==> src/verilog/tweew_map.vh <==
// constants for the two-wire eeprom slave write block
`ifndef TWEEW_MAP_VH
`define TWEEW_MAP_VH
`define TWEEW_CTRL_CODE      4'hA
`define TWEEW_PAGE_BYTES     16
`define TWEEW_PAGE_BITS      4
`define TWEEW_ADDR_BITS      8
`define TWEEW_CLK_HZ         10000000
`define TWEEW_TWC_MS         5
`define TWEEW_TWC_CYCLES     ((`TWEEW_TWC_MS * `TWEEW_CLK_HZ) / 1000)
`define TWEEW_BIT_READ       1'h1
`endif

==> src/verilog/tweew_buf2.v <==
// two-entry valid/ready buffer
`timescale 1ns/1ps
module tweew_buf2 #(
	parameter WIDTH = 12
) (
	clock,
	rst,
	in_data,
	in_valid,
	in_ready,
	out_data,
	out_valid,
	out_ready
);
	input  wire             clock;
	input  wire             rst;
	input  wire [WIDTH-1:0] in_data;
	input  wire             in_valid;
	output wire             in_ready;
	output wire [WIDTH-1:0] out_data;
	output wire             out_valid;
	input  wire             out_ready;

	reg [WIDTH-1:0] head_reg;
	reg [WIDTH-1:0] skid_reg;
	reg             head_v_reg;
	reg             skid_v_reg;

	wire push;
	wire pop;
	// output side comes straight from the head entry flops
	assign in_ready  = ~skid_v_reg;
	assign out_valid = head_v_reg;
	assign out_data  = head_reg;
	assign push      = in_valid & ~skid_v_reg;
	assign pop       = head_v_reg & out_ready;

	// head feeds the output, skid catches a word that lands during a stall
	always @(posedge clock) begin
		if (rst) begin
			head_v_reg <= 1'h0;
			skid_v_reg <= 1'h0;
		end else if (~head_v_reg | pop) begin
			if (skid_v_reg) begin
				head_reg   <= skid_reg;
				head_v_reg <= 1'h1;
				skid_v_reg <= 1'h0;
			end else begin
				head_reg   <= in_data;
				head_v_reg <= push;
			end
		end else if (push) begin
			skid_reg   <= in_data;
			skid_v_reg <= 1'h1;
		end
	end
endmodule // tweew_buf2

==> src/verilog/tweew_slave.v <==
// two-wire eeprom slave: conditions, addressing, ack, page write, write cycle
// Functional notes
// - both lines high means bus idle
// - data falls while clock high: start
// - data rises while clock high: stop
// - data sampled on clock rise, one bit
// - ninth clock carries the acknowledge
// - ack holds data low over clock high
// - master nack ends read, line released
// - no acknowledge during programming cycle
// - first byte: control code 1010 required
// - chip-select bits must match pins
// - last control bit: one read, zero write
// - ack control, load pointer, ack it
// - stop after data starts write cycle
// - up to sixteen bytes buffered until stop
// - page bytes advance only low four bits
// - over sixteen bytes: wrap, keep last sixteen
// - protect pin high: ack, store nothing
// - protected write still runs write cycle
// - pointer never advances into other device
// - write cycle ends within five ms; here busy also holds until the array has taken every word
// - pointer wraps from FF to 00; here only the low four bits advance, so FF goes to F0
`timescale 1ns/1ps
`include "tweew_map.vh"
module tweew_slave #(
	parameter TWC_CYCLES = `TWEEW_TWC_CYCLES
) (
	clock,
	rst,
	scl_in,
	sda_in,
	sda_out,
	sda_oe,
	chip_select_pin_0,
	chip_select_pin_1,
	chip_select_pin_2,
	write_protect,
	mem_wr_addr,
	mem_wr_data,
	mem_wr_valid,
	mem_wr_ready,
	addr_ptr,
	write_busy,
	read_selected
);
	input  wire        clock;
	input  wire        rst;
	input  wire        scl_in;
	input  wire        sda_in;
	output reg         sda_out;
	output reg         sda_oe;
	input  wire        chip_select_pin_0;
	input  wire        chip_select_pin_1;
	input  wire        chip_select_pin_2;
	input  wire        write_protect;
	output wire [7:0]  mem_wr_addr;
	output wire [7:0]  mem_wr_data;
	output wire        mem_wr_valid;
	input  wire        mem_wr_ready;
	output reg  [7:0]  addr_ptr; // eight bits wide, but only the low four bits advance, so FF wraps to F0
	output reg         write_busy;
	output reg         read_selected;

	// phase states, one-hot
	localparam ST_IDLE = 5'h01;
	localparam ST_CTRL = 5'h02;
	localparam ST_ADDR = 5'h04;
	localparam ST_DATA = 5'h08;
	localparam ST_WAIT = 5'h10;

	// commit states, one-hot
	localparam CM_IDLE = 3'h1;
	localparam CM_PUSH = 3'h2;
	localparam CM_TIME = 3'h4;

	// pin copies after two flops
	wire scl_s;
	wire sda_s;
	wire wp_s;
	wire cs0_s;
	wire cs1_s;
	wire cs2_s;

	// every bus line, the protect pin and each chip-select pin is asynchronous: two flops before any logic reads it
	tweew_sync u_sync_scl (
		.clock (clock),
		.rst   (rst),
		.din   (scl_in),
		.dout  (scl_s)
	);
	tweew_sync u_sync_sda (
		.clock (clock),
		.rst   (rst),
		.din   (sda_in),
		.dout  (sda_s)
	);
	tweew_sync u_sync_wp (
		.clock (clock),
		.rst   (rst),
		.din   (write_protect),
		.dout  (wp_s)
	);
	tweew_sync u_sync_cs0 (
		.clock (clock),
		.rst   (rst),
		.din   (chip_select_pin_0),
		.dout  (cs0_s)
	);
	tweew_sync u_sync_cs1 (
		.clock (clock),
		.rst   (rst),
		.din   (chip_select_pin_1),
		.dout  (cs1_s)
	);
	tweew_sync u_sync_cs2 (
		.clock (clock),
		.rst   (rst),
		.din   (chip_select_pin_2),
		.dout  (cs2_s)
	);

	reg        scl_d_reg;
	reg        sda_d_reg;
	reg [4:0]  state_reg;
	reg [3:0]  bit_cnt_reg;
	reg [7:0]  shift_reg;
	reg        ack_phase_reg;
	reg        ack_drive_reg;
	reg [7:0]  page_mem [0:15];
	reg [15:0] page_valid_reg;
	reg [3:0]  page_base_reg;
	reg        got_data_reg;
	reg        wp_latched_reg;
	reg [2:0]  cm_reg;
	reg [3:0]  cm_idx_reg;
	reg [31:0] twc_cnt_reg;

	wire scl_rise;
	wire scl_fall;
	wire start_det;
	wire stop_det;
	wire [7:0] byte_now;
	wire ctrl_match;
	wire buf_in_ready;
	wire push_now;

	// byte assembled from the shift register and the eighth bit
	function [7:0] tweew_shift_in;
		input [7:0] cur;
		input       bitv;
		begin
			tweew_shift_in = {cur[6:0], bitv};
		end
	endfunction

	// edge and condition detection on synchronised lines
	assign scl_rise  = scl_s & ~scl_d_reg;
	assign scl_fall  = ~scl_s & scl_d_reg;
	assign start_det = scl_s & scl_d_reg & sda_d_reg & ~sda_s;
	assign stop_det  = scl_s & scl_d_reg & ~sda_d_reg & sda_s;
	assign byte_now  = tweew_shift_in(shift_reg, sda_s);
	// code and chip-select compare
	assign ctrl_match = (byte_now[7:4] == `TWEEW_CTRL_CODE) &
		(byte_now[3:1] == {cs2_s, cs1_s, cs0_s});

	// line history
	always @(posedge clock) begin
		if (rst) begin
			scl_d_reg <= 1'h1;
			sda_d_reg <= 1'h1;
		end else begin
			scl_d_reg <= scl_s;
			sda_d_reg <= sda_s;
		end
	end

	// byte receiver and protocol phase machine
	always @(posedge clock) begin
		if (rst) begin
			state_reg      <= ST_IDLE;
			bit_cnt_reg    <= 4'h0;
			shift_reg      <= 8'h00;
			ack_phase_reg  <= 1'h0;
			ack_drive_reg  <= 1'h0;
			addr_ptr       <= 8'h00;
			page_valid_reg <= 16'h0000;
			page_base_reg  <= 4'h0;
			got_data_reg   <= 1'h0;
			wp_latched_reg <= 1'h0;
			read_selected  <= 1'h0;
		end else if (start_det) begin
			state_reg     <= ST_CTRL;
			bit_cnt_reg   <= 4'h0;
			ack_phase_reg <= 1'h0;
			ack_drive_reg <= 1'h0;
			read_selected <= 1'h0;
			got_data_reg  <= 1'h0;
		end else if (stop_det) begin
			state_reg     <= ST_IDLE;
			ack_phase_reg <= 1'h0;
			ack_drive_reg <= 1'h0;
			read_selected <= 1'h0;
			got_data_reg  <= 1'h0;
		end else begin
			case (state_reg)
				ST_IDLE: begin
					ack_drive_reg <= 1'h0;
				end
				ST_WAIT: begin
					// a matched read still owes its acknowledge pulse
					if (scl_fall & ack_phase_reg & ack_drive_reg) begin
						if (bit_cnt_reg == 4'h0)
							bit_cnt_reg <= 4'h8;
						else begin
							bit_cnt_reg   <= 4'h0;
							ack_phase_reg <= 1'h0;
							ack_drive_reg <= 1'h0;
						end
					end
				end
				ST_CTRL, ST_ADDR, ST_DATA: begin
					if (scl_rise & ~ack_phase_reg) begin
						shift_reg   <= byte_now;
						bit_cnt_reg <= bit_cnt_reg + 4'h1;
						if (bit_cnt_reg == 4'h7) begin
							bit_cnt_reg   <= 4'h0;
							ack_phase_reg <= 1'h1;
							if (state_reg == ST_CTRL) begin
								// ack only matched, idle device
								ack_drive_reg <= ctrl_match & ~write_busy;
								if (~ctrl_match | write_busy) begin
									state_reg <= ST_WAIT;
								end else if (byte_now[0] == `TWEEW_BIT_READ) begin
									read_selected <= 1'h1;
									state_reg     <= ST_WAIT;
								end else begin
									state_reg <= ST_ADDR;
								end
							end else if (state_reg == ST_ADDR) begin
								addr_ptr       <= byte_now;
								page_base_reg  <= byte_now[7:4];
								page_valid_reg <= 16'h0000;
								wp_latched_reg <= wp_s;
								ack_drive_reg  <= 1'h1;
								state_reg      <= ST_DATA;
							end else begin
								// overwrite in place: last sixteen survive
								page_mem[addr_ptr[3:0]] <= byte_now;
								page_valid_reg[addr_ptr[3:0]] <= 1'h1;
								addr_ptr[3:0] <= addr_ptr[3:0] + 4'h1;
								got_data_reg  <= 1'h1;
								ack_drive_reg <= 1'h1;
							end
						end
					end else if (scl_fall & ack_phase_reg & ~ack_drive_reg
						& (bit_cnt_reg == 4'h0) & sda_d_reg) begin
						ack_phase_reg <= 1'h0;
					end else if (scl_fall & ack_phase_reg & ack_drive_reg) begin
						// first fall after byte: hold low through ninth pulse
						if (bit_cnt_reg == 4'h0)
							bit_cnt_reg <= 4'h8;
						else begin
							bit_cnt_reg   <= 4'h0;
							ack_phase_reg <= 1'h0;
							ack_drive_reg <= 1'h0;
						end
					end
				end
				default: begin
					state_reg <= ST_IDLE;
				end
			endcase
		end
	end

	// open-drain drive: only low during acknowledge
	always @(posedge clock) begin
		if (rst) begin
			sda_out <= 1'h1;
			sda_oe  <= 1'h0;
		end else begin
			sda_out <= 1'h0;
			sda_oe  <= ack_drive_reg & (bit_cnt_reg == 4'h8) & ~start_det & ~stop_det;
		end
	end

	// commit machine: stop after data starts the timed cycle
	assign push_now = (cm_reg == CM_PUSH) & page_valid_reg[cm_idx_reg] & ~wp_latched_reg;
	always @(posedge clock) begin
		if (rst) begin
			cm_reg      <= CM_IDLE;
			cm_idx_reg  <= 4'h0;
			twc_cnt_reg <= 32'h00000000;
			write_busy  <= 1'h0;
		end else begin
			case (cm_reg)
				CM_IDLE: begin
					if (stop_det & (state_reg == ST_DATA) & got_data_reg) begin
						cm_reg      <= CM_PUSH;
						cm_idx_reg  <= 4'h0;
						twc_cnt_reg <= 32'h00000000;
						write_busy  <= 1'h1;
					end
				end
				CM_PUSH: begin
					twc_cnt_reg <= twc_cnt_reg + 32'h00000001;
					// protected write sends nothing but keeps timing
					if (~push_now | buf_in_ready) begin
						cm_idx_reg <= cm_idx_reg + 4'h1;
						if (cm_idx_reg == 4'hF)
							cm_reg <= CM_TIME;
					end
				end
				CM_TIME: begin
					twc_cnt_reg <= twc_cnt_reg + 32'h00000001;
					// busy holds until the array has taken every word
					if ((twc_cnt_reg >= TWC_CYCLES - 1) & ~mem_wr_valid) begin
						cm_reg     <= CM_IDLE;
						write_busy <= 1'h0;
					end
				end
				default: begin
					cm_reg <= CM_IDLE;
				end
			endcase
		end
	end

	// buffered path to the array, stalls the commit on back-pressure
	tweew_buf2 #(.WIDTH(16)) u_buf (
		.clock     (clock),
		.rst       (rst),
		.in_data   ({page_base_reg, cm_idx_reg, page_mem[cm_idx_reg]}),
		.in_valid  (push_now),
		.in_ready  (buf_in_ready),
		.out_data  ({mem_wr_addr, mem_wr_data}),
		.out_valid (mem_wr_valid),
		.out_ready (mem_wr_ready)
	);
endmodule // tweew_slave

==> src/verilog/tweew_sync.v <==
// two flip-flop synchroniser for one asynchronous level
`timescale 1ns/1ps
module tweew_sync (
	clock,
	rst,
	din,
	dout
);
	input  wire clock;
	input  wire rst;
	input  wire din;
	output wire dout;

	reg meta_reg;
	reg sync_reg;

	// first stage feeds only the second stage
	always @(posedge clock) begin
		if (rst) begin
			meta_reg <= 1'h1;
			sync_reg <= 1'h1;
		end else begin
			meta_reg <= din;
			sync_reg <= meta_reg;
		end
	end

	assign dout = sync_reg;
endmodule // tweew_sync
==> config.mk <==
export PLATFORM = sky130hd
export DESIGN_NAME = tweew_slave
export DESIGN_NICKNAME = d
export VERILOG_FILES = /design/src/verilog/tweew_buf2.v /design/src/verilog/tweew_slave.v /design/src/verilog/tweew_sync.v
export VERILOG_INCLUDE_DIRS = /design/src /design/src/verilog
export SDC_FILE = /design/constraint.sdc
export NUM_CORES = 1
export LEC_CHECK = 0
export ABC_AREA = 1
export BUFFER_PORTS_ARGS = -buffer_cell sky130_fd_sc_hd__buf_2
export CAP_MARGIN = 20
export CORE_MARGIN = 1
export CORE_UTILIZATION = 50
export DETAILED_ROUTE_END_ITERATION = 16
export PLACE_DENSITY = 0.76
export SETUP_SLACK_MARGIN = 0.4
export SLEW_MARGIN = 15
export SYNTH_ARGS = -nofsm -noshare
export SYNTH_HDL_FRONTEND = slang
export SYNTH_SLANG_ARGS = --single-unit
==> constraint.sdc <==
create_clock -name clock -period 4.24 [get_ports clock]
set_input_delay 0 -clock clock [delete_from_list [all_inputs] [get_ports clock]]
set_output_delay 0 -clock clock [all_outputs]
set_load 0.02 [all_outputs]
## Word level (Yosys, flattened, before mapping)

Memory sizes are Yosys's and may differ from the RTL's. A register that Yosys moved wholly into a read port is not among the register bits.
Cells that the tools add are included.
Widths: inputs -> output; s select.

- $add $sub $neg: 4
- Order comparisons: 4
- Equal/unequal tests: 26
- Multiplexer cells: 61
- Bitwise operators: 49
- Reduce and logical (&&, ||, !) cells: 29

Operator list:

| operator | number |
|---|---|
| $pmux 32 s2 | 1 |
| $mux 4 | 10 |
| $add 32x1->32 const B | 1 |
| $ge 32x16->1 const B | 1 |
| $mux 16 | 2 |
| $mux 32 | 1 |
| $mux 5 | 6 |
| $mux 1 | 26 |
| $and 1x1->1 | 25 |
| $not 1->1 | 20 |
| $or 16x16->16 | 1 |
| $pmux 4 s2 | 2 |
| $reduce_and 4->1 | 4 |
| $reduce_and 3->1 | 5 |
| $add 4x1->4 const B | 3 |
| $eq 4x4->1 const B | 3 |
| $mux 3 | 4 |
| $reduce_and 6->1 | 2 |
| $lt 4x5->1 const B | 2 |
| $pmux 5 s2 | 1 |
| $ne 3x3->1 const B | 3 |
| $pmux 3 s3 | 1 |
| $ne 2x2->1 const B | 4 |
| $ne 4x4->1 const B | 2 |
| 29 further kinds | 43 |

- Bits in registers: 135
- Memory bits (writable): 128
- Input bits: 9
- Output and inout bits: 29
- Memories: 1

Memory list:

| name | words | bits a word | read ports | clocked after Yosys merged registers in | wr ports | line | text |
|---|---|---|---|---|---|---|---|
| page_mem | 16 | 8 | 1 | 1 | 1 | tweew_slave.v:130 | `reg [7:0] page_mem [0:15];` |

## Logic depth before layout (Yosys ltp)

Gate-level depths: netlist (run 1).

- Depth in word-level cells: 11
- Mapped depth: 13
- Depth with buffers taken out: 13

## Hierarchy

A second synthesis (run 1) with hierarchy kept.

- Cells, all modules: 1236
- Area, all modules: 11746.3 µm²

By module, submodules not included:

| module | times used | cells each | area each (µm²) | seq. area each (µm²) |
|---|---|---|---|---|
| tweew_slave | 1 | 1098 | 10112.2 | 5705.5 |
| tweew_buf2 | 1 | 96 | 1281.2 | 1001.0 |
| tweew_sync | 6 | 7 | 58.8 | 40.0 |

## Worst setup path before layout (run 1)

OpenSTA, ideal clock, no wires.

- Kind: reg-to-reg
- Start point: reg cm_idx_reg[0]
- End point: reg u_buf.skid_reg[0] (enable)
- Arrival time: 2.088 ns
- Setup slack: 1.743 ns
- Stages on the path, launching flop included: 9
- Buffers on the path: 1
- Clock period less this slack: 2.497 ns
- Cells stage by stage: dfxtp_1 -> buf_2 -> inv_2 -> nand2_1 -> nand3_1 -> nand3_1 -> nand3_1 -> nand3_1 -> nor3_1

- Word-level cells in the longest chain between the ends: 6

Ends and longest elaborated chain:

| item | line | text |
|---|---|---|
| start, declared | tweew_slave.v:136 | `reg [3:0] cm_idx_reg;` |
| start signal, assigned | tweew_slave.v:310 | `cm_idx_reg <= cm_idx_reg + 4'h1;` |
| $bmux 1 s4 | tweew_slave.v:289 | `assign push_now = (cm_reg == CM_PUSH) & page_valid_reg[cm_idx_reg] & ~wp_latched_reg;` |
| $mux 1 (implied by the code) | tweew_slave.v:289 |  |
| $and 1x1->1 (2 in series) | tweew_slave.v:289 |  |
| $and 1x1->1 | tweew_buf2.v:35 | `assign push = in_valid & ~skid_v_reg;` |
| $reduce_and 3->1 (no source line) | -- |  |
| end signal, assigned | tweew_buf2.v:53 | `skid_reg <= in_data;` |
| end, declared | tweew_buf2.v:25 | `reg [WIDTH-1:0] skid_reg;` |

Every way passes these cells. The select of a mux whose other input is x is not followed.
A chain may end at the register's enable or synchronous reset.

## Worst setup path in the final report (run 1)

- Start point: reg u_sync_sda.sync_reg, in the netlist u_sync_sda.dout
- End point: mem page_mem[3][7] (enable)

- Word-level cells in the longest chain between the ends: 5

Ends and longest elaborated chain:

| item | line | text |
|---|---|---|
| start, declared | tweew_sync.v:15 | `reg sync_reg;` |
| start signal, assigned | tweew_sync.v:24 | `sync_reg <= meta_reg;` |
| $and 1x1->1 / $not 1->1 (equally long branches) | tweew_slave.v:161, tweew_slave.v:160 |  |
| $mux 1 / $and 1x1->1 (equally long branches) | tweew_slave.v:199, tweew_slave.v:160 |  |
| $mux 1 (*) | tweew_slave.v:192 | `end else if (start_det) begin` |
| $mux 1 (*) | tweew_slave.v:180 | `if (rst) begin` |
| $mux 1 (implied by the code) (*) | tweew_slave.v:249 | `page_mem[addr_ptr[3:0]] <= byte_now;` |
| end, declared | tweew_slave.v:130 |  |

Every way passes the cells marked *; elsewhere a longest branch is shown, timed or not.

==> results.sh, run 1 <==
export IMPL_clk_path_buf_depth=3
export IMPL_largest_reg_flops=128
export IMPL_avgSynthCellArea_um2=9.65
export IMPL_synth_enable_flop_cells=160
export IMPL_hold_viol=0
export IMPL_grt_pass1_wl_um=43100
export IMPL_min_path_cells=3
export IMPL_drtIter0Drc=978
export IMPL_fin_nets=1279
export IMPL_final_layout_size_suffix_gt1_share_pct=11.9
export IMPL_setup_worst_path_start="u_sync_sda.dout"
export IMPL_grt_setup_unrepaired="no"
export IMPL_utilization_pct=57.6
export IMPL_final_common_cell="nand2_1"
export IMPL_ys_flop_type="edfxtp_1"
export IMPL_ys_warnings_count=0
export IMPL_dpl_cell_area_mm2=0.0122
export IMPL_r2r_slack_ps=860
export IMPL_fin_tns_setup_ps=0
export IMPL_worst_ep_required_time_ps=4390
export IMPL_diodes=0
export IMPL_post_cts_buffers=0
export IMPL_ys_types=47
export IMPL_grt_pass1_vias=8366
export IMPL_vias_per_cell=5.59
export IMPL_p_leak_nw=4.65
export IMPL_min_period_ps=3380
export IMPL_cts_buffers=27
export IMPL_antenna_found_initial=0
export IMPL_die_w_um=155
export IMPL_core_mm2=0.0228
export IMPL_numPortBuffers=37
export IMPL_synth_cells=1219
export IMPL_r2r_cells=6
export IMPL_ys_seq_elements=267
export IMPL_timing_rr_start="u_sync_sda.dout"
export IMPL_cp_end_kind="flop"
export IMPL_area_growth_pct=12.0
export IMPL_wl_per_cell_um=16.9
export IMPL_overflow=0
export IMPL_vdd_drop_max_v=0.000406
export IMPL_min_path_type="input pin to flop"
export IMPL_grt_util_all_layers_pct=22.7
export IMPL_start_util_pct=51.5
export IMPL_dieHeight_um=155
export IMPL_worst_hold_slack_ps=182
export IMPL_dr_pass1_iters=6
export IMPL_cp_max_fo=22
export IMPL_run_status="finished, final reports clean"
export IMPL_path_clk_slew_ps=60
export IMPL_cts_root_buf="clkbuf_16"
export IMPL_synth_nets=1236
export IMPL_cts_tree="done"
export IMPL_fin_crit_sh_pct=79.8
export IMPL_drc=0
export IMPL_relSlewSlack_pct=31.5
export IMPL_place_congestion=0.900
export IMPL_finish_instance_area_mm2=0.0132
export IMPL_setup_viol=0
export IMPL_ys_seq_area_share_pct=59.1
export IMPL_cellPowerDensity_mw_per_mm2=450
export IMPL_drt_total_wl_um=26900
export IMPL_finalMaxSlewViolations=0
export IMPL_async_flop_share_pct=0
export IMPL_syn_cell_area_mm2=0.0118
export IMPL_fmaxAchievable_mhz=296
export IMPL_final_antenna_net_count=0
export IMPL_arrival_ps=3530
export IMPL_num_rows=55
export IMPL_final_setup_skew_ps=15.5
export IMPL_start_kind="flop"
export IMPL_dp_hpwl_um=18000
export IMPL_cts_sinks=267
export IMPL_worst_pin_slew_ps=1020
export IMPL_dr_total_vias=8916
export IMPL_htree_levels=1
export IMPL_fp_dieArea_mm2=0.0241
export IMPL_regToRegEndpoint="page_mem[3][7]"
export IMPL_grt_start_max_net_pins=76
export IMPL_crit_end="page_mem[3][7]"
export IMPL_clk_latency_ps=540
export IMPL_maxCapViolations=0
export IMPL_layout_common_cells="nand2_1 (183), edfxtp_1 (160), inv_1 (138), a21oi_1 (106), dfxtp_1 (106)"
export IMPL_num_io_pins=38
export IMPL_path_class="flop to flop"
-- worst max-delay path, stage by stage (launching register included) --
cell and delay (ps):
dfxtp_1 930, nor3_1 230, inv_1 130, nand2_1 120
nor2_1 250, nand3_2 400, nor3_1 920
-- routing by layer --
metal | global-route usage (%) | vias up | part of all wire (%)
met5 | 0 | - | 0
li1 | - | 4291 | -
met4 | 8.68 | 0 | 3.0
met3 | 3.51 | 55 | 7.7
met2 | 37.8 | 379 | 47
met1 | 29.9 | 4191 | 42
-- power breakdown --
group          internal [mW]  switching, mW  leakage [nW]
Sequential              2.82          0.111          2.12
Combinational          0.233          0.477          2.11
Clock                   1.31          0.973         0.423
-- logic make-up (layout without fill, tap and decap cells) --
logic type               after synthesis  after routing  share of synthesized area, %
multiplexers                          32             32                          2.72
AND/OR/NAND/NOR                      456            456                          18.1
buffers and inverters                200            264                          6.98
XOR/XNOR                               5              5                         0.373
flip-flops                           267            267                          59.1
AO/OA/AOI/OAI                        251            251                          11.9
adder cells (fa/ha/maj)                8              8                         0.851
-- metrics by stage --
stage	total power, mW	std cells	worst slack [ps]
2_1_floorplan	3.49	1219	1740
3_3_place_gp	3.65	1538	1100
3_5_place_dp	3.68	1538	966
4_1_cts	5.95	1596	875
5_1_grt	6.15	1596	486
6_report	5.92	1596	857
-- synth_stat cells (2+ instances only) --
| cell type | count | area [µm²] |
|---|---|---|
| nor4_1 | 4 | 25.0 |
| buf_2 | 13 | 65.1 |
| or2_2 | 18 | 113 |
| edfxtp_1 | 160 | 4800 |
| o211ai_1 | 32 | 240 |
| a31oi_1 | 7 | 43.8 |
| nand3_1 | 85 | 425 |
| a21oi_2 | 10 | 87.6 |
| inv_2 | 9 | 33.8 |
| nand3b_1 | 6 | 45.0 |
| nand4_1 | 27 | 169 |
| a21oi_1 | 106 | 531 |
| inv_1 | 138 | 518 |
| nor2_2 | 3 | 18.8 |
| o21ai_0 | 86 | 430 |
| nand2_2 | 2 | 12.5 |
| nand2_1 | 183 | 687 |
| xor2_1 | 3 | 26.3 |
| clkbuf_1 | 28 | 105 |
| dfxtp_1 | 107 | 2140 |
| xnor2_1 | 2 | 17.5 |
| nor3b_1 | 2 | 15.0 |
| buf_6 | 2 | 22.5 |
| nor2_1 | 83 | 312 |
| nor2_4 | 2 | 22.5 |
| ha_1 | 8 | 100 |
| mux2i_1 | 32 | 320 |
| o22ai_1 | 2 | 12.5 |
| o21ai_1 | 2 | 10.0 |
| nand3_2 | 4 | 40.0 |
| buf_4 | 6 | 45.0 |
| nor3_1 | 31 | 155 |
| clkinv_1 | 2 | 7.51 |
-- area by class of cell --
cell class / count / area [µm²]
Fill cell: 1942 / 9680
Sequential cell: 267 / 6950
Tap cell: 313 / 392
Multi-Input combinational cell: 752 / 4000
Inverter: 149 / 559
Clock inverter: 12 / 93.8
Timing Repair Buffer: 65 / 415
Clock buffer: 38 / 758
-- worst min path at each step --
| stage | from | endpoint |
|---|---|---|
| after floorplan | rst | sda_out |
| after global placement | write_protect | u_sync_wp.meta_reg |
| after detailed placement | chip_select_pin_0 | u_sync_cs0.meta_reg |
| after CTS | scl_in | u_sync_scl.meta_reg |
| after global routing | sda_in | u_sync_sda.meta_reg |
| final | scl_in | u_sync_scl.meta_reg |
-- repair_timing --
item,4_1_cts,5_1_grt
resized for setup,0,0
endpoints found under the hold margin,12,0
hold buffers,8,0
No activity file was read; power rests on OpenSTA's default activity.
==> run 2, diff against run 1 <==
==> constraint.sdc (replaced) <==
create_clock -name clock -period 3.36 [get_ports clock]
set_input_delay 0 -clock clock [delete_from_list [all_inputs] [get_ports clock]]
set_output_delay 0 -clock clock [all_outputs]
set_load 0.02 [all_outputs]
==> run 2 against run 1 <==
  * Critical path depth up 3
  * Final cell count up 0.56%
  * Combinational power up 34%
==> results.sh, run 2 (synthesis gave the netlist of run 1 again) <==
export IMPL_regToRegEndpoint="ack_drive_reg"
export IMPL_num_rows=55
export IMPL_relSlewSlack_pct=43.5
export IMPL_overflow=0
export IMPL_layout_common_cells="nand2_1 (183), edfxtp_1 (160), inv_1 (138), a21oi_1 (106), dfxtp_1 (106)"
export IMPL_r2r_slack_ps=990
export IMPL_diodes=0
export IMPL_final_layout_size_suffix_gt1_share_pct=12.7
export IMPL_fmaxAchievable_mhz=422
export IMPL_fillCellCount=1883
export IMPL_cts_tree="done"
export IMPL_grt_start_max_net_pins=46
export IMPL_dr_total_vias=8811
export IMPL_dpl_cell_area_mm2=0.0123
export IMPL_run_status="finished, final reports clean"
export IMPL_cts_buffers=27
export IMPL_fin_tns_setup_ps=0
export IMPL_setup_viol=0
export IMPL_min_path_cells=3
export IMPL_cellPowerDensity_mw_per_mm2=579
export IMPL_grt_setup_unrepaired="no"
export IMPL_worst_hold_slack_ps=173
export IMPL_dieHeight_um=155
export IMPL_grt_pass1_wl_um=42300
export IMPL_min_path_type="input pin to flop"
export IMPL_multi_input_comb_area_mm2=0.00400
export IMPL_post_cts_buffers=0
export IMPL_start_kind="flop"
export IMPL_arrival_ps=2830
export IMPL_fin_nets=1290
export IMPL_drtIter0Drc=687
export IMPL_cp_max_fo=13
export IMPL_timing_rr_start="state_reg[1]"
export IMPL_min_period_ps=2370
export IMPL_largest_reg_flops=128
export IMPL_vias_per_cell=5.49
export IMPL_start_util_pct=51.5
export IMPL_htree_levels=1
export IMPL_die_w_um=155
export IMPL_maxCapViolations=0
export IMPL_dp_hpwl_um=18100
export IMPL_place_congestion=0.937
export IMPL_clk_path_buf_depth=3
export IMPL_numPortBuffers=37
export IMPL_grt_pass1_vias=8238
export IMPL_drc=0
export IMPL_r2r_cells=9
export IMPL_finalMaxSlewViolations=0
export IMPL_num_io_pins=38
export IMPL_dr_pass1_iters=6
export IMPL_cts_sinks=267
export IMPL_antenna_found_initial=0
export IMPL_path_class="flop to flop"
export IMPL_worst_pin_slew_ps=847
export IMPL_final_common_cell="nand2_1"
export IMPL_setup_worst_path_start="state_reg[1]"
export IMPL_worstHoldStart="sda_in"
export IMPL_grt_util_all_layers_pct=22.3
export IMPL_path_clk_slew_ps=60
export IMPL_drt_total_wl_um=26700
export IMPL_fin_crit_sh_pct=70.6
export IMPL_hold_viol=0
export IMPL_worst_ep_required_time_ps=3820
export IMPL_ff_latch_area_mm2=0.00695
export IMPL_p_leak_nw=4.74
export IMPL_clk_latency_ps=550
export IMPL_core_mm2=0.0228
export IMPL_cts_root_buf="clkbuf_16"
export IMPL_final_antenna_net_count=0
export IMPL_wl_per_cell_um=16.6
export IMPL_finish_instance_area_mm2=0.0133
export IMPL_fp_dieArea_mm2=0.0241
export IMPL_area_growth_pct=13.4
export IMPL_min_to="u_sync_sda.meta_reg"
export IMPL_cp_end_kind="flop"
export IMPL_vdd_drop_max_v=0.000344
export IMPL_final_setup_skew_ps=24.1
==> run 2: timing repair <==
| item | CTS | global route |
|---|---|---|
| endpoints found under the hold margin | 29 | 0 |
| resized for setup | 0 | 0 |
| hold buffers | 8 | 0 |
==> run 2: how the worst max path moves through the flow <==
stage                   endpoint  slack [ps]  cells past startpoint
3_3_place_gp      page_mem[4][1]        1100                      8
3_5_place_dp      page_mem[5][7]        1060                      8
6_report           ack_drive_reg         990                      9
4_1_cts            ack_drive_reg        1030                      9
5_1_grt            ack_drive_reg         750                     10
2_1_floorplan  u_buf.skid_reg[0]         860                      8
==> run 2: worst max-delay path, stage by stage (launching register included) <==
cell	delay (ps)
dfxtp_1	340
nor2_2	220
nand4_1	470
nand3_4	330
nand2_1	270
inv_2	210
nand2_1	100
inv_1	120
o21ai_0	90
a21oi_1	140
==> run 2: layout make-up <==
| class | count | area share (%) |
|---|---|---|
| clock buffer | 31 | 5.25 |
| clock inverter | 17 | 1.72 |
| inverter | 149 | 4.19 |
| multi-input combinational | 752 | 30.0 |
| sequential | 267 | 52.1 |
| tap | 313 | 2.94 |
| timing repair buffer | 76 | 3.83 |
==> run 2: per-layer routing <==
metal  track usage, %  up-vias  wire [µm]
met5                0        -          0
met4             9.80        0       1150
met3             3.48       72       1670
met2             36.8      329      12500
met1             29.2     4101      11400
li1                 -     4309          -
==> run 2: stage by stage <==
stage | power [mW] | worst slack (ps) | cells | util (%)
2_1_floorplan | 4.40 | 863 | 1219 | -
3_3_place_gp | 4.63 | 1100 | 1549 | 54.0
3_5_place_dp | 4.65 | 1060 | 1549 | 54.0
4_1_cts | 7.76 | 1030 | 1605 | 58.4
5_1_grt | 8.00 | 751 | 1605 | 58.4
6_report | 7.72 | 989 | 1605 | 58.4
==> run 2: power by group <==
group | leakage [nW] | switching [mW] | internal, mW | total (mW)
Sequential | 2.12 | 0.102 | 3.56 | 3.66
Combinational | 2.17 | 0.639 | 0.311 | 0.949
Clock | 0.452 | 1.23 | 1.88 | 3.11
